**src/inc/ssr_defs.vh**
```
// Constants for the set/read command handler: frame layout, command codes,
// parameter store geometry and status-register layout.
// Assumes inclusion by bare name from the design files.
`ifndef SSR_DEFS_VH
`define SSR_DEFS_VH

// ----------------------------------------------------------------------
// Command frame byte 0 bit positions
// ----------------------------------------------------------------------
`define SSR_B0_START      0
`define SSR_B0_SERVO      1
`define SSR_B0_HALT       4
`define SSR_B0_FAULT_RST  5
`define SSR_B0_TYPE       7

// ----------------------------------------------------------------------
// Response byte 0 bit positions
// ----------------------------------------------------------------------
`define SSR_R0_START      0
`define SSR_R0_SERVO      1
`define SSR_R0_WARN       2
`define SSR_R0_ALARM      3
`define SSR_R0_HALT       4
`define SSR_R0_POWER      5
`define SSR_R0_READY      6
`define SSR_R0_ONE        7

// ----------------------------------------------------------------------
// Command codes
// ----------------------------------------------------------------------
`define SSR_CMD_NOP       4'h0
`define SSR_CMD_PREAD     4'h8
`define SSR_CMD_PWRITE    4'h9
`define SSR_CMD_POSSET    4'hA
`define SSR_CMD_ORIGIN    4'hB

// ----------------------------------------------------------------------
// Parameter store
// ----------------------------------------------------------------------
`define SSR_PAR_DEPTH     64
`define SSR_PAR_AW        6
`define SSR_PAR_OFFSET    16'h0809
`define SSR_PAR_LIMIT     32'h7FFFFFFF

// ----------------------------------------------------------------------
// Software registers (index on the plain register port)
// ----------------------------------------------------------------------
`define SSR_REG_STATUS    4'h0
`define SSR_REG_ENABLE    4'h1
`define SSR_REG_CLEAR     4'h2
`define SSR_REG_POS       4'h3
`define SSR_REG_OFFSET    4'h4
`define SSR_REG_CTRL      4'h5
`define SSR_REG_LAST      4'h6

// Status event bits
`define SSR_EV_DONE       0
`define SSR_EV_WARN       1
`define SSR_EV_ORIGIN     2
`define SSR_EV_REFUSED    3
`define SSR_EV_W          4

`endif

```
**src/ssr_event_bit.v**
```verilog
// One sticky event bit with enable gate: set by hardware, cleared by software.
// Assumes the clear strobe is one cycle; a set in the same cycle wins.
`timescale 1ns/1ps

module ssr_event_bit (
    clk,
    rst,
    ce,
    set_pulse,
    clr_pulse,
    enable,
    flag_r,
    irq_term
);
    input  wire clk;          // System clock
    input  wire rst;          // Synchronous reset
    input  wire ce;           // Clock enable
    input  wire set_pulse;    // Hardware event
    input  wire clr_pulse;    // Software clear
    input  wire enable;       // Interrupt enable
    output reg  flag_r;       // Sticky status
    output wire irq_term;     // Gated contribution

    // ------------------------------------------------------------------
    // Sticky flag, set over clear
    // ------------------------------------------------------------------
    always @(posedge clk) begin
        if (rst) begin
            flag_r <= 1'b0;
        end else if (ce) begin
            if (set_pulse) begin
                flag_r <= 1'b1;
            end else if (clr_pulse) begin
                flag_r <= 1'b0;
            end
        end
    end

    assign irq_term = flag_r & enable;
endmodule // ssr_event_bit

```
**src/ssr_cmd_handler.v**
```verilog
// Set/read command interpreter for a servo option unit on cyclic remote I/O.
// Assumes frames are presented as 8 parallel bytes synchronous to clk, and
// software uses a plain register port with read data one cycle later.
//
// Design decisions made here: the address-and-strobe port and the register addresses.
`timescale 1ns/1ps
`include "ssr_defs.vh"

module ssr_cmd_handler (
    clk,
    rst,
    ce,
    cmd_b0, cmd_b1, cmd_b2, cmd_b3, cmd_b4, cmd_b5, cmd_b6, cmd_b7,
    abs_encoder,
    unit_ready,
    power_on_flag,
    alarm_flag,
    motor_pos,
    reg_addr,
    reg_wdata,
    reg_wr,
    reg_rd,
    reg_rdata_r,
    rsp_b0_r, rsp_b1_r, rsp_b2_r, rsp_b3_r, rsp_b4_r, rsp_b5_r, rsp_b6_r, rsp_b7_r,
    pos_load_r,
    pos_value_r,
    irq_r
);
    input  wire        clk;            // 10 MHz clock
    input  wire        rst;            // Synchronous reset, high
    input  wire        ce;             // Clock enable
    input  wire [7:0]  cmd_b0;         // Command frame bytes
    input  wire [7:0]  cmd_b1;
    input  wire [7:0]  cmd_b2;
    input  wire [7:0]  cmd_b3;
    input  wire [7:0]  cmd_b4;
    input  wire [7:0]  cmd_b5;
    input  wire [7:0]  cmd_b6;
    input  wire [7:0]  cmd_b7;
    input  wire        abs_encoder;    // High when absolute encoder fitted
    input  wire        unit_ready;     // Unit ready level
    input  wire        power_on_flag;  // Main power present
    input  wire        alarm_flag;     // Drive alarm level
    input  wire [31:0] motor_pos;      // Present motor position
    input  wire [3:0]  reg_addr;       // Register index
    input  wire [31:0] reg_wdata;      // Register write data
    input  wire        reg_wr;         // Write strobe
    input  wire        reg_rd;         // Read strobe
    output reg  [31:0] reg_rdata_r;    // Read data, cycle after strobe
    output reg  [7:0]  rsp_b0_r;       // Response frame bytes
    output reg  [7:0]  rsp_b1_r;
    output reg  [7:0]  rsp_b2_r;
    output reg  [7:0]  rsp_b3_r;
    output reg  [7:0]  rsp_b4_r;
    output reg  [7:0]  rsp_b5_r;
    output reg  [7:0]  rsp_b6_r;
    output reg  [7:0]  rsp_b7_r;
    output reg         pos_load_r;     // One-cycle present-position load
    output reg  [31:0] pos_value_r;    // Value to load
    output reg         irq_r;          // Level interrupt

    // ------------------------------------------------------------------
    // Frame field decode
    // ------------------------------------------------------------------
    wire        set_read_frame = cmd_b0[`SSR_B0_TYPE];
    wire [3:0]  cmd_code       = cmd_b1[3:0];
    wire [15:0] cmd_num        = {cmd_b3, cmd_b2};
    wire [31:0] cmd_data       = {cmd_b7, cmd_b6, cmd_b5, cmd_b4};
    wire        start_lvl      = cmd_b0[`SSR_B0_START];

    // ------------------------------------------------------------------
    // State
    // ------------------------------------------------------------------
    reg [31:0] par_mem [0:`SSR_PAR_DEPTH-1]; // Parameter store
    reg        start_prev_r;                 // Start bit from last cycle
    reg        start_echo_r;                 // Start echo held for response
    reg        warn_r;                       // Setting warning
    reg [31:0] offset_r;                     // Origin offset parameter
    reg        allow_origin_r;               // Software origin permit
    reg [7:0]  last_code_r;                  // Last executed code
    reg [3:0]  ev_clr;                       // Clear pulses
    reg [3:0]  ev_en_r;                      // Interrupt enables
    reg [3:0]  ev_set;                       // Event pulses
    wire [3:0] ev_flag;                      // Sticky flags
    wire [3:0] ev_term;                      // Gated flags

    // A command is taken only on a 0-to-1 start edge inside a set/read frame;
    // start held high repeats it only after the type bit drops and rises again, so the host must drop start or the type bit first.
    wire start_rise = set_read_frame & start_lvl & ~start_prev_r;
    wire num_valid  = (cmd_num[15:`SSR_PAR_AW] == 10'h000) || (cmd_num == `SSR_PAR_OFFSET);
    wire [`SSR_PAR_AW-1:0] par_idx = cmd_num[`SSR_PAR_AW-1:0];
    wire val_ok     = (cmd_data <= `SSR_PAR_LIMIT);
    wire is_offset  = (cmd_num == `SSR_PAR_OFFSET);

    // ------------------------------------------------------------------
    // Event bits: done, warning, origin set, origin refused
    // ------------------------------------------------------------------
    genvar gi;
    generate
        for (gi = 0; gi < `SSR_EV_W; gi = gi + 1) begin : g_ev
            ssr_event_bit u_ev (
                .clk       (clk),
                .rst       (rst),
                .ce        (ce),
                .set_pulse (ev_set[gi]),
                .clr_pulse (ev_clr[gi]),
                .enable    (ev_en_r[gi]),
                .flag_r    (ev_flag[gi]),
                .irq_term  (ev_term[gi])
            );
        end
    endgenerate

    // ------------------------------------------------------------------
    // Event pulses from command execution
    // ------------------------------------------------------------------
    always @* begin
        ev_set = 4'h0;
        if (start_rise) begin
            ev_set[`SSR_EV_DONE] = 1'b1;
            if ((cmd_code == `SSR_CMD_PREAD || cmd_code == `SSR_CMD_PWRITE) && !num_valid) begin
                ev_set[`SSR_EV_WARN] = 1'b1;
            end
            if (cmd_code == `SSR_CMD_PWRITE && !val_ok) begin
                ev_set[`SSR_EV_WARN] = 1'b1;
            end
            if (cmd_code == `SSR_CMD_ORIGIN) begin
                if (abs_encoder && allow_origin_r) begin
                    ev_set[`SSR_EV_ORIGIN] = 1'b1;
                end else begin
                    // Incremental encoder or withdrawn permit: offset untouched
                    ev_set[`SSR_EV_REFUSED] = 1'b1;
                end
            end
        end
    end

    // ------------------------------------------------------------------
    // Software clear pulses
    // ------------------------------------------------------------------
    always @* begin
        // A clear that meets an event in one cycle loses: the flag keeps the set
        ev_clr = 4'h0;
        if (reg_wr && reg_addr == `SSR_REG_CLEAR) begin
            ev_clr = reg_wdata[3:0];
        end
    end

    // ------------------------------------------------------------------
    // Command execution and response frame
    // ------------------------------------------------------------------
    always @(posedge clk) begin
        if (rst) begin
            start_prev_r <= 1'b0;
            start_echo_r <= 1'b0;
            warn_r       <= 1'b0;
            offset_r     <= 32'h00000000;
            last_code_r  <= 8'h00;
            pos_load_r   <= 1'b0;
            pos_value_r  <= 32'h00000000;
            rsp_b1_r     <= 8'h00;
            rsp_b2_r     <= 8'h00;
            rsp_b3_r     <= 8'h00;
            rsp_b4_r     <= 8'h00;
            rsp_b5_r     <= 8'h00;
            rsp_b6_r     <= 8'h00;
            rsp_b7_r     <= 8'h00;
        end else if (ce) begin
            start_prev_r <= set_read_frame & start_lvl;
            start_echo_r <= start_lvl;
            pos_load_r   <= 1'b0;
            if (start_rise) begin
                rsp_b1_r    <= {4'h0, cmd_code};
                last_code_r <= {4'h0, cmd_code};
                // Each new command starts with the warning cleared
                warn_r      <= 1'b0;
                case (cmd_code)
                    `SSR_CMD_PREAD: begin
                        // Echo number, return stored value
                        {rsp_b3_r, rsp_b2_r} <= cmd_num;
                        if (is_offset) begin
                            {rsp_b7_r, rsp_b6_r, rsp_b5_r, rsp_b4_r} <= offset_r;
                        end else if (num_valid) begin
                            {rsp_b7_r, rsp_b6_r, rsp_b5_r, rsp_b4_r} <= par_mem[par_idx];
                        end else begin
                            {rsp_b7_r, rsp_b6_r, rsp_b5_r, rsp_b4_r} <= 32'h00000000;
                            warn_r <= 1'b1;
                        end
                    end
                    `SSR_CMD_PWRITE: begin
                        // Store value when number and range are good
                        {rsp_b3_r, rsp_b2_r} <= cmd_num;
                        {rsp_b7_r, rsp_b6_r, rsp_b5_r, rsp_b4_r} <= cmd_data;
                        if (!num_valid || !val_ok) begin
                            warn_r <= 1'b1;
                        end else if (is_offset) begin
                            offset_r <= cmd_data;
                        end
                    end
                    `SSR_CMD_POSSET: begin
                        // Replace present position
                        pos_load_r  <= 1'b1;
                        pos_value_r <= cmd_data;
                        {rsp_b3_r, rsp_b2_r} <= 16'h0000;
                        {rsp_b7_r, rsp_b6_r, rsp_b5_r, rsp_b4_r} <= cmd_data;
                    end
                    `SSR_CMD_ORIGIN: begin
                        // Data fields ignored, answer zero
                        {rsp_b3_r, rsp_b2_r} <= 16'h0000;
                        {rsp_b7_r, rsp_b6_r, rsp_b5_r, rsp_b4_r} <= 32'h00000000;
                        if (abs_encoder && allow_origin_r) begin
                            // Offset that makes the present position read as zero
                            offset_r <= 32'h00000000 - motor_pos;
                        end
                    end
                    default: begin
                        // No-operation and unhandled codes
                        {rsp_b3_r, rsp_b2_r} <= 16'h0000;
                        {rsp_b7_r, rsp_b6_r, rsp_b5_r, rsp_b4_r} <= 32'h00000000;
                    end
                endcase
            end
        end
    end

    // ------------------------------------------------------------------
    // Parameter store write port (no reset on array)
    // Contents are undefined until written, so software loads a word
    // before reading it back; the offset parameter lives in offset_r.
    // ------------------------------------------------------------------
    always @(posedge clk) begin
        if (ce && start_rise && cmd_code == `SSR_CMD_PWRITE && num_valid && val_ok && !is_offset) begin
            par_mem[par_idx] <= cmd_data;
        end
    end

    // ------------------------------------------------------------------
    // Response status byte, interrupt output
    // ------------------------------------------------------------------
    always @(posedge clk) begin
        if (rst) begin
            rsp_b0_r <= 8'h80;
            irq_r    <= 1'b0;
        end else if (ce) begin
            // Warning and start echo pass through warn_r and start_echo_r,
            // so they show one edge after the edge that takes the start.
            rsp_b0_r[`SSR_R0_ONE]   <= 1'b1;
            rsp_b0_r[`SSR_R0_READY] <= unit_ready;
            rsp_b0_r[`SSR_R0_POWER] <= power_on_flag;
            rsp_b0_r[`SSR_R0_HALT]  <= cmd_b0[`SSR_B0_HALT];
            rsp_b0_r[`SSR_R0_ALARM] <= alarm_flag;
            rsp_b0_r[`SSR_R0_WARN]  <= warn_r;
            rsp_b0_r[`SSR_R0_SERVO] <= cmd_b0[`SSR_B0_SERVO];
            rsp_b0_r[`SSR_R0_START] <= start_echo_r;
            // Registered: the line follows an enabled flag one edge later
            irq_r <= |ev_term;
        end
    end

    // ------------------------------------------------------------------
    // Software registers: enable, control, read data
    // ------------------------------------------------------------------
    always @(posedge clk) begin
        if (rst) begin
            ev_en_r        <= 4'h0;
            allow_origin_r <= 1'b1;
            reg_rdata_r    <= 32'h00000000;
        end else if (ce) begin
            if (reg_wr && reg_addr == `SSR_REG_ENABLE) begin
                ev_en_r <= reg_wdata[3:0];
            end
            if (reg_wr && reg_addr == `SSR_REG_CTRL) begin
                allow_origin_r <= reg_wdata[0];
            end
            // Zero outside the cycle after a read strobe, so a stray sample
            // of the port never returns stale register contents.
            reg_rdata_r <= 32'h00000000;
            if (reg_rd) begin
                case (reg_addr)
                    `SSR_REG_STATUS: reg_rdata_r <= {28'h0000000, ev_flag};
                    `SSR_REG_ENABLE: reg_rdata_r <= {28'h0000000, ev_en_r};
                    `SSR_REG_POS:    reg_rdata_r <= pos_value_r;
                    `SSR_REG_OFFSET: reg_rdata_r <= offset_r;
                    `SSR_REG_CTRL:   reg_rdata_r <= {31'h00000000, allow_origin_r};
                    `SSR_REG_LAST:   reg_rdata_r <= {24'h000000, last_code_r};
                    default:         reg_rdata_r <= 32'h00000000;
                endcase
            end
        end
    end
endmodule // ssr_cmd_handler

```
**config.mk**
```make
export PLATFORM = sky130hd
export DESIGN_NAME = ssr_cmd_handler
export DESIGN_NICKNAME = d
export VERILOG_FILES = /design/src/ssr_event_bit.v /design/src/ssr_cmd_handler.v
export VERILOG_INCLUDE_DIRS = /design/src /design/src/inc
export SDC_FILE = /design/constraint.sdc
export NUM_CORES = 2
export LEC_CHECK = 0
export BUFFER_PORTS_ARGS = -buffer_cell sky130_fd_sc_hd__buf_2
export CAP_MARGIN = 10
export CORE_MARGIN = 4
export CORE_UTILIZATION = 37
export CTS_BUF_LIST = sky130_fd_sc_hd__clkbuf_4 sky130_fd_sc_hd__clkbuf_8
export DETAILED_ROUTE_END_ITERATION = 8
export SETUP_SLACK_MARGIN = 0.02
export SYNTH_ARGS = -nofsm -noshare
export SYNTH_HDL_FRONTEND = slang
export SYNTH_HIERARCHICAL = 1
export SYNTH_SLANG_ARGS = --single-unit
```
**constraint.sdc**
```tcl
create_clock -name clk -period 8.07 [get_ports clk]
set_input_delay 1.614 -clock clk [delete_from_list [all_inputs] [get_ports clk]]
set_output_delay 1.614 -clock clk [all_outputs]
set_load 0.03 [all_outputs]
```
==> results.yml <==
global_routing:
  grt_use_total_pct: 24.3
  grt_antenna_before_repair: 36
  grt_max_degree: 119
  grt_pass1_wl_mm: 418
  grt_overflow: 0
  first_global_vias: 51900
clock_tree:
  clk-insertion-delay-late_ns: 1.08
  post-cts-setup-buffers: 0
  cts_resized: 0
  cts_root_buf: "clkbuf_8"
  clkSlewWorstSetupHoldPaths_ns: 0.06
  hold_buffers: 0
  cts_buffers: 361
  clk_path_buf_depth: 4
  cts_tree: "built"
  clkSinkCount: 2217
  htreeDepth: 5
drt:
  wire_per_inst_um: 33.5
  dr.first_iter.drc_count: 8841
  wl_mm: 305
  first_pass_iters: 6
  vias: 55200
  drc: 0
  final_antenna_net_count: 0
  via_per_inst: 6.06
floorplan:
  initial_core_util_pct: 37.2
  die_h_um: 494
  core_area_mm2: 0.235
  dieArea_mm2: 0.244
  rows: 178
  fp.dieW_um: 494
  io_pins: 271
critical_path:
  path_delay_family: "simple AND/OR/NAND/NOR gates"
  ff2ff_path_depth: 7
  end_kind: "flip-flop"
  required_ns: 8.77
  cp_slowest_stage_delay_ns: 1.10
  cp_cell_sequence: "buf_2, nor4_1, nand3_1, or3_1, nor3_2, nand2_1, nor2_4, buf_4"
  criticalPathCategory: "in2reg"
  critPathSlowestCell: "nor2_4"
  timing.critical_path.buf_inv: 2
  r2r_slack_ns: 3.24
  critPathMaxFanout: 21
  arrival_ns: 6.34
  path_depth: 8
  startpoint_type: "input pin"
logic_synthesis:
  synth-seq-area-share_pct: 74.3
  synth_top_family_by_area: "compound AO/OA/AOI/OAI gates"
  synth.avg_cell_area_um2: 16.6
  muxShareOfSynthArea_pct: 8.71
  synth.most_common_cell: "edfxtp_1"
  ys.flop_type: "edfxtp_1"
  ys_top_cells_by_area: "edfxtp_1 (70%), dfxtp_1 (3.9%), mux2i_1 (3.4%)"
  synthesis.area_mm2: 0.0873
  synthSimpleGateAreaFrac_pct: 4.07
  synth_cell_types: 92
  synthTopCellsByCount: "edfxtp_1 (2048), nor2_1 (346), mux2i_1 (294), nand2_1 (276), a221oi_1 (216)"
  synthAdderAreaFrac_pct: 0.0143
  synth-xor-area-share_pct: 0.211
  yosysWarnings: 6
  yosysTopAreaCell: "edfxtp_1"
  synthArstFlopShare_pct: 0
  synth_top_cell_area_share_pct: 70.4
  synth_cells: 5250
  synth_compound_area_share_pct: 10.2
  ys_seq_elements: 2217
  synth-edff-count: 2048
job:
  drv_cap: 0
place:
  gp_congestion: 0.931
  hpwl_mm: 184
  port_buffers: 229
  place_ws_ns: 1.65
power:
  p_per_area_mw_per_mm2: 234
  p_switching_mw: 5.49
  swShare_pct: 23.6
  clkPwrFrac_pct: 39.6
  ir_worst_vdd_mv: 0.187
  p_int_mw: 17.8
  leakagePower_nw: 32.2
  seqPwrFrac_pct: 54.0
  comb_power_share_pct: 6.3
sta:
  clock_skew_ns: 0.0885
  final.setup.tns_ns: 0
  layout_min_cycle_time_ns: 5.65
  hold_viol: 0
  fin_ws_ns: 2.42
  report.final.slew_viol_count: 0
  tightest_slew_ns: 1.36
  fmax_ghz: 0.177
  relSlewSlack_pct: 8.87
  rsz0062_at_grt: "no"
  post-route-period-util_pct: 70.0
  holdWs_ns: 0.463
  finalSetupViolCount: 0
worst_hold_path:
  hold_path_class: "reg2reg"
  holdPathStages: 2
cells_and_area:
  ff_latch_area_mm2: 0.0649
  nets: 5836
  multi_input_area_mm2: 0.0209
  syn_to_final_growth_pct: 13.9
  utilization_pct: 42.3
  nFillCells: 20800
  drive_gt1_share_pct: 23.6
run_status:
  status: "finished, final reports clean"
[power by group through the flow]
| stage | Combinational (mW) | Sequential [mW] | Clock [mW] |
|---|---|---|---|
| 2_1_floorplan | 0.665 | 12.8 | 0 |
| 3_3_place_gp | 1.41 | 12.8 | 0 |
| 5_1_grt | 1.51 | 12.6 | 9.84 |
| 3_5_place_dp | 1.43 | 12.8 | 0 |
| 4_1_cts | 1.43 | 12.6 | 9.30 |
| 6_report | 1.48 | 12.6 | 9.21 |
[registers in the layout, indices dropped and copies added, names as in the netlist, 4 cells and up]
name / cells
rsp_b4_r: 8
rsp_b3_r: 8
rsp_b0_r: 7
rsp_b5_r: 8
reg_rdata_r: 32
rsp_b6_r: 8
rsp_b2_r: 8
rsp_b7_r: 8
g_ev.u_ev/flag_r: 4
pos_value_r: 32
ev_en_r: 4
rsp_b1_r: 4
offset_r: 32
par_mem: 2048
[through the flow]
| stage | power (mW) | std cells | area, um^2 |
|---|---|---|---|
| floorplan | 13.5 | 5253 | 87300 |
| global placement | 14.2 | 8479 | 92800 |
| detailed placement | 14.2 | 8480 | 92800 |
| CTS | 23.3 | 9093 | 99400 |
| global route | 23.9 | 9099 | 99400 |
| finish | 23.3 | 9105 | 99400 |
[cells by family after synthesis]
| kind of cell | after synthesis |
|---|---|
| XOR/XNOR | 21 |
| flip-flops | 2217 |
| AND/OR/NAND/NOR | 809 |
| AO/OA/AOI/OAI | 1224 |
| buffers and inverters | 384 |
| multiplexers | 592 |
| other | 2 |
| adder cells (fa/ha/maj) | 1 |
[cell type report]
type | instances | area share, %
Antenna cell | 11 | 0.0277
Clock buffer | 486 | 6.02
Clock inverter | 127 | 0.603
Inverter | 6 | 0.0327
Multi-Input combinational cell | 2652 | 21.0
Sequential cell | 2217 | 65.3
Tap cell | 3150 | 3.96
Timing Repair Buffer | 456 | 3.05
[worst register-to-register path, stage by stage, from the launching register on]
cell,delay [ns]
dfxtp_1,0.33
and4b_2,0.32
nand3_1,0.16
or3_1,0.36
nor3_2,1.02
nand2_1,0.82
nor2_4,1.10
buf_4,0.41
[per-layer routing]
layer  GRT usage (%)  up-vias  share of wire (%)
li1                -    22200                  -
met1            34.0    28100                 39
met4            8.48       12                3.6
met3            7.41      643                 14
met5               0        -              0.087
met2            36.0     4214                 44
[worst paths after layout]
kind,to,from
hold reg to reg,reg_rdata_r[3],reg_rdata_r[3]
setup / recovery,par_mem[18][28],cmd_b3[1]
setup reg to reg,par_mem[18][28],start_prev_r
hold / removal,reg_rdata_r[3],reg_rdata_r[3]
[layout by cell type, fill, tap and decap left out, drive strengths merged, types with 11 or more instances in the layout]
master and n:
a22oi 184, edfxtp 2048, o221ai 24, nand2 276, dfxtp 169, nor3 27
a31oi 27, a311oi 20, nor2b 15, mux4 116, nor2 347, buf 455
and2 14, and3 18, mux2i 294, a211oi 28, a221o 41, o22ai 129
xor2 13, a21oi 208, o21ai 126, o2bb2ai 22, o22a 25, a221oi 218
o211ai 14, nor4 12, nand3 27, a211o 17, clkbuf 487, mux2 182
diode 11, clkinv 117, nand2b 18, a22o 58, o31a 11
No activity file was read; power rests on OpenSTA's default activity.
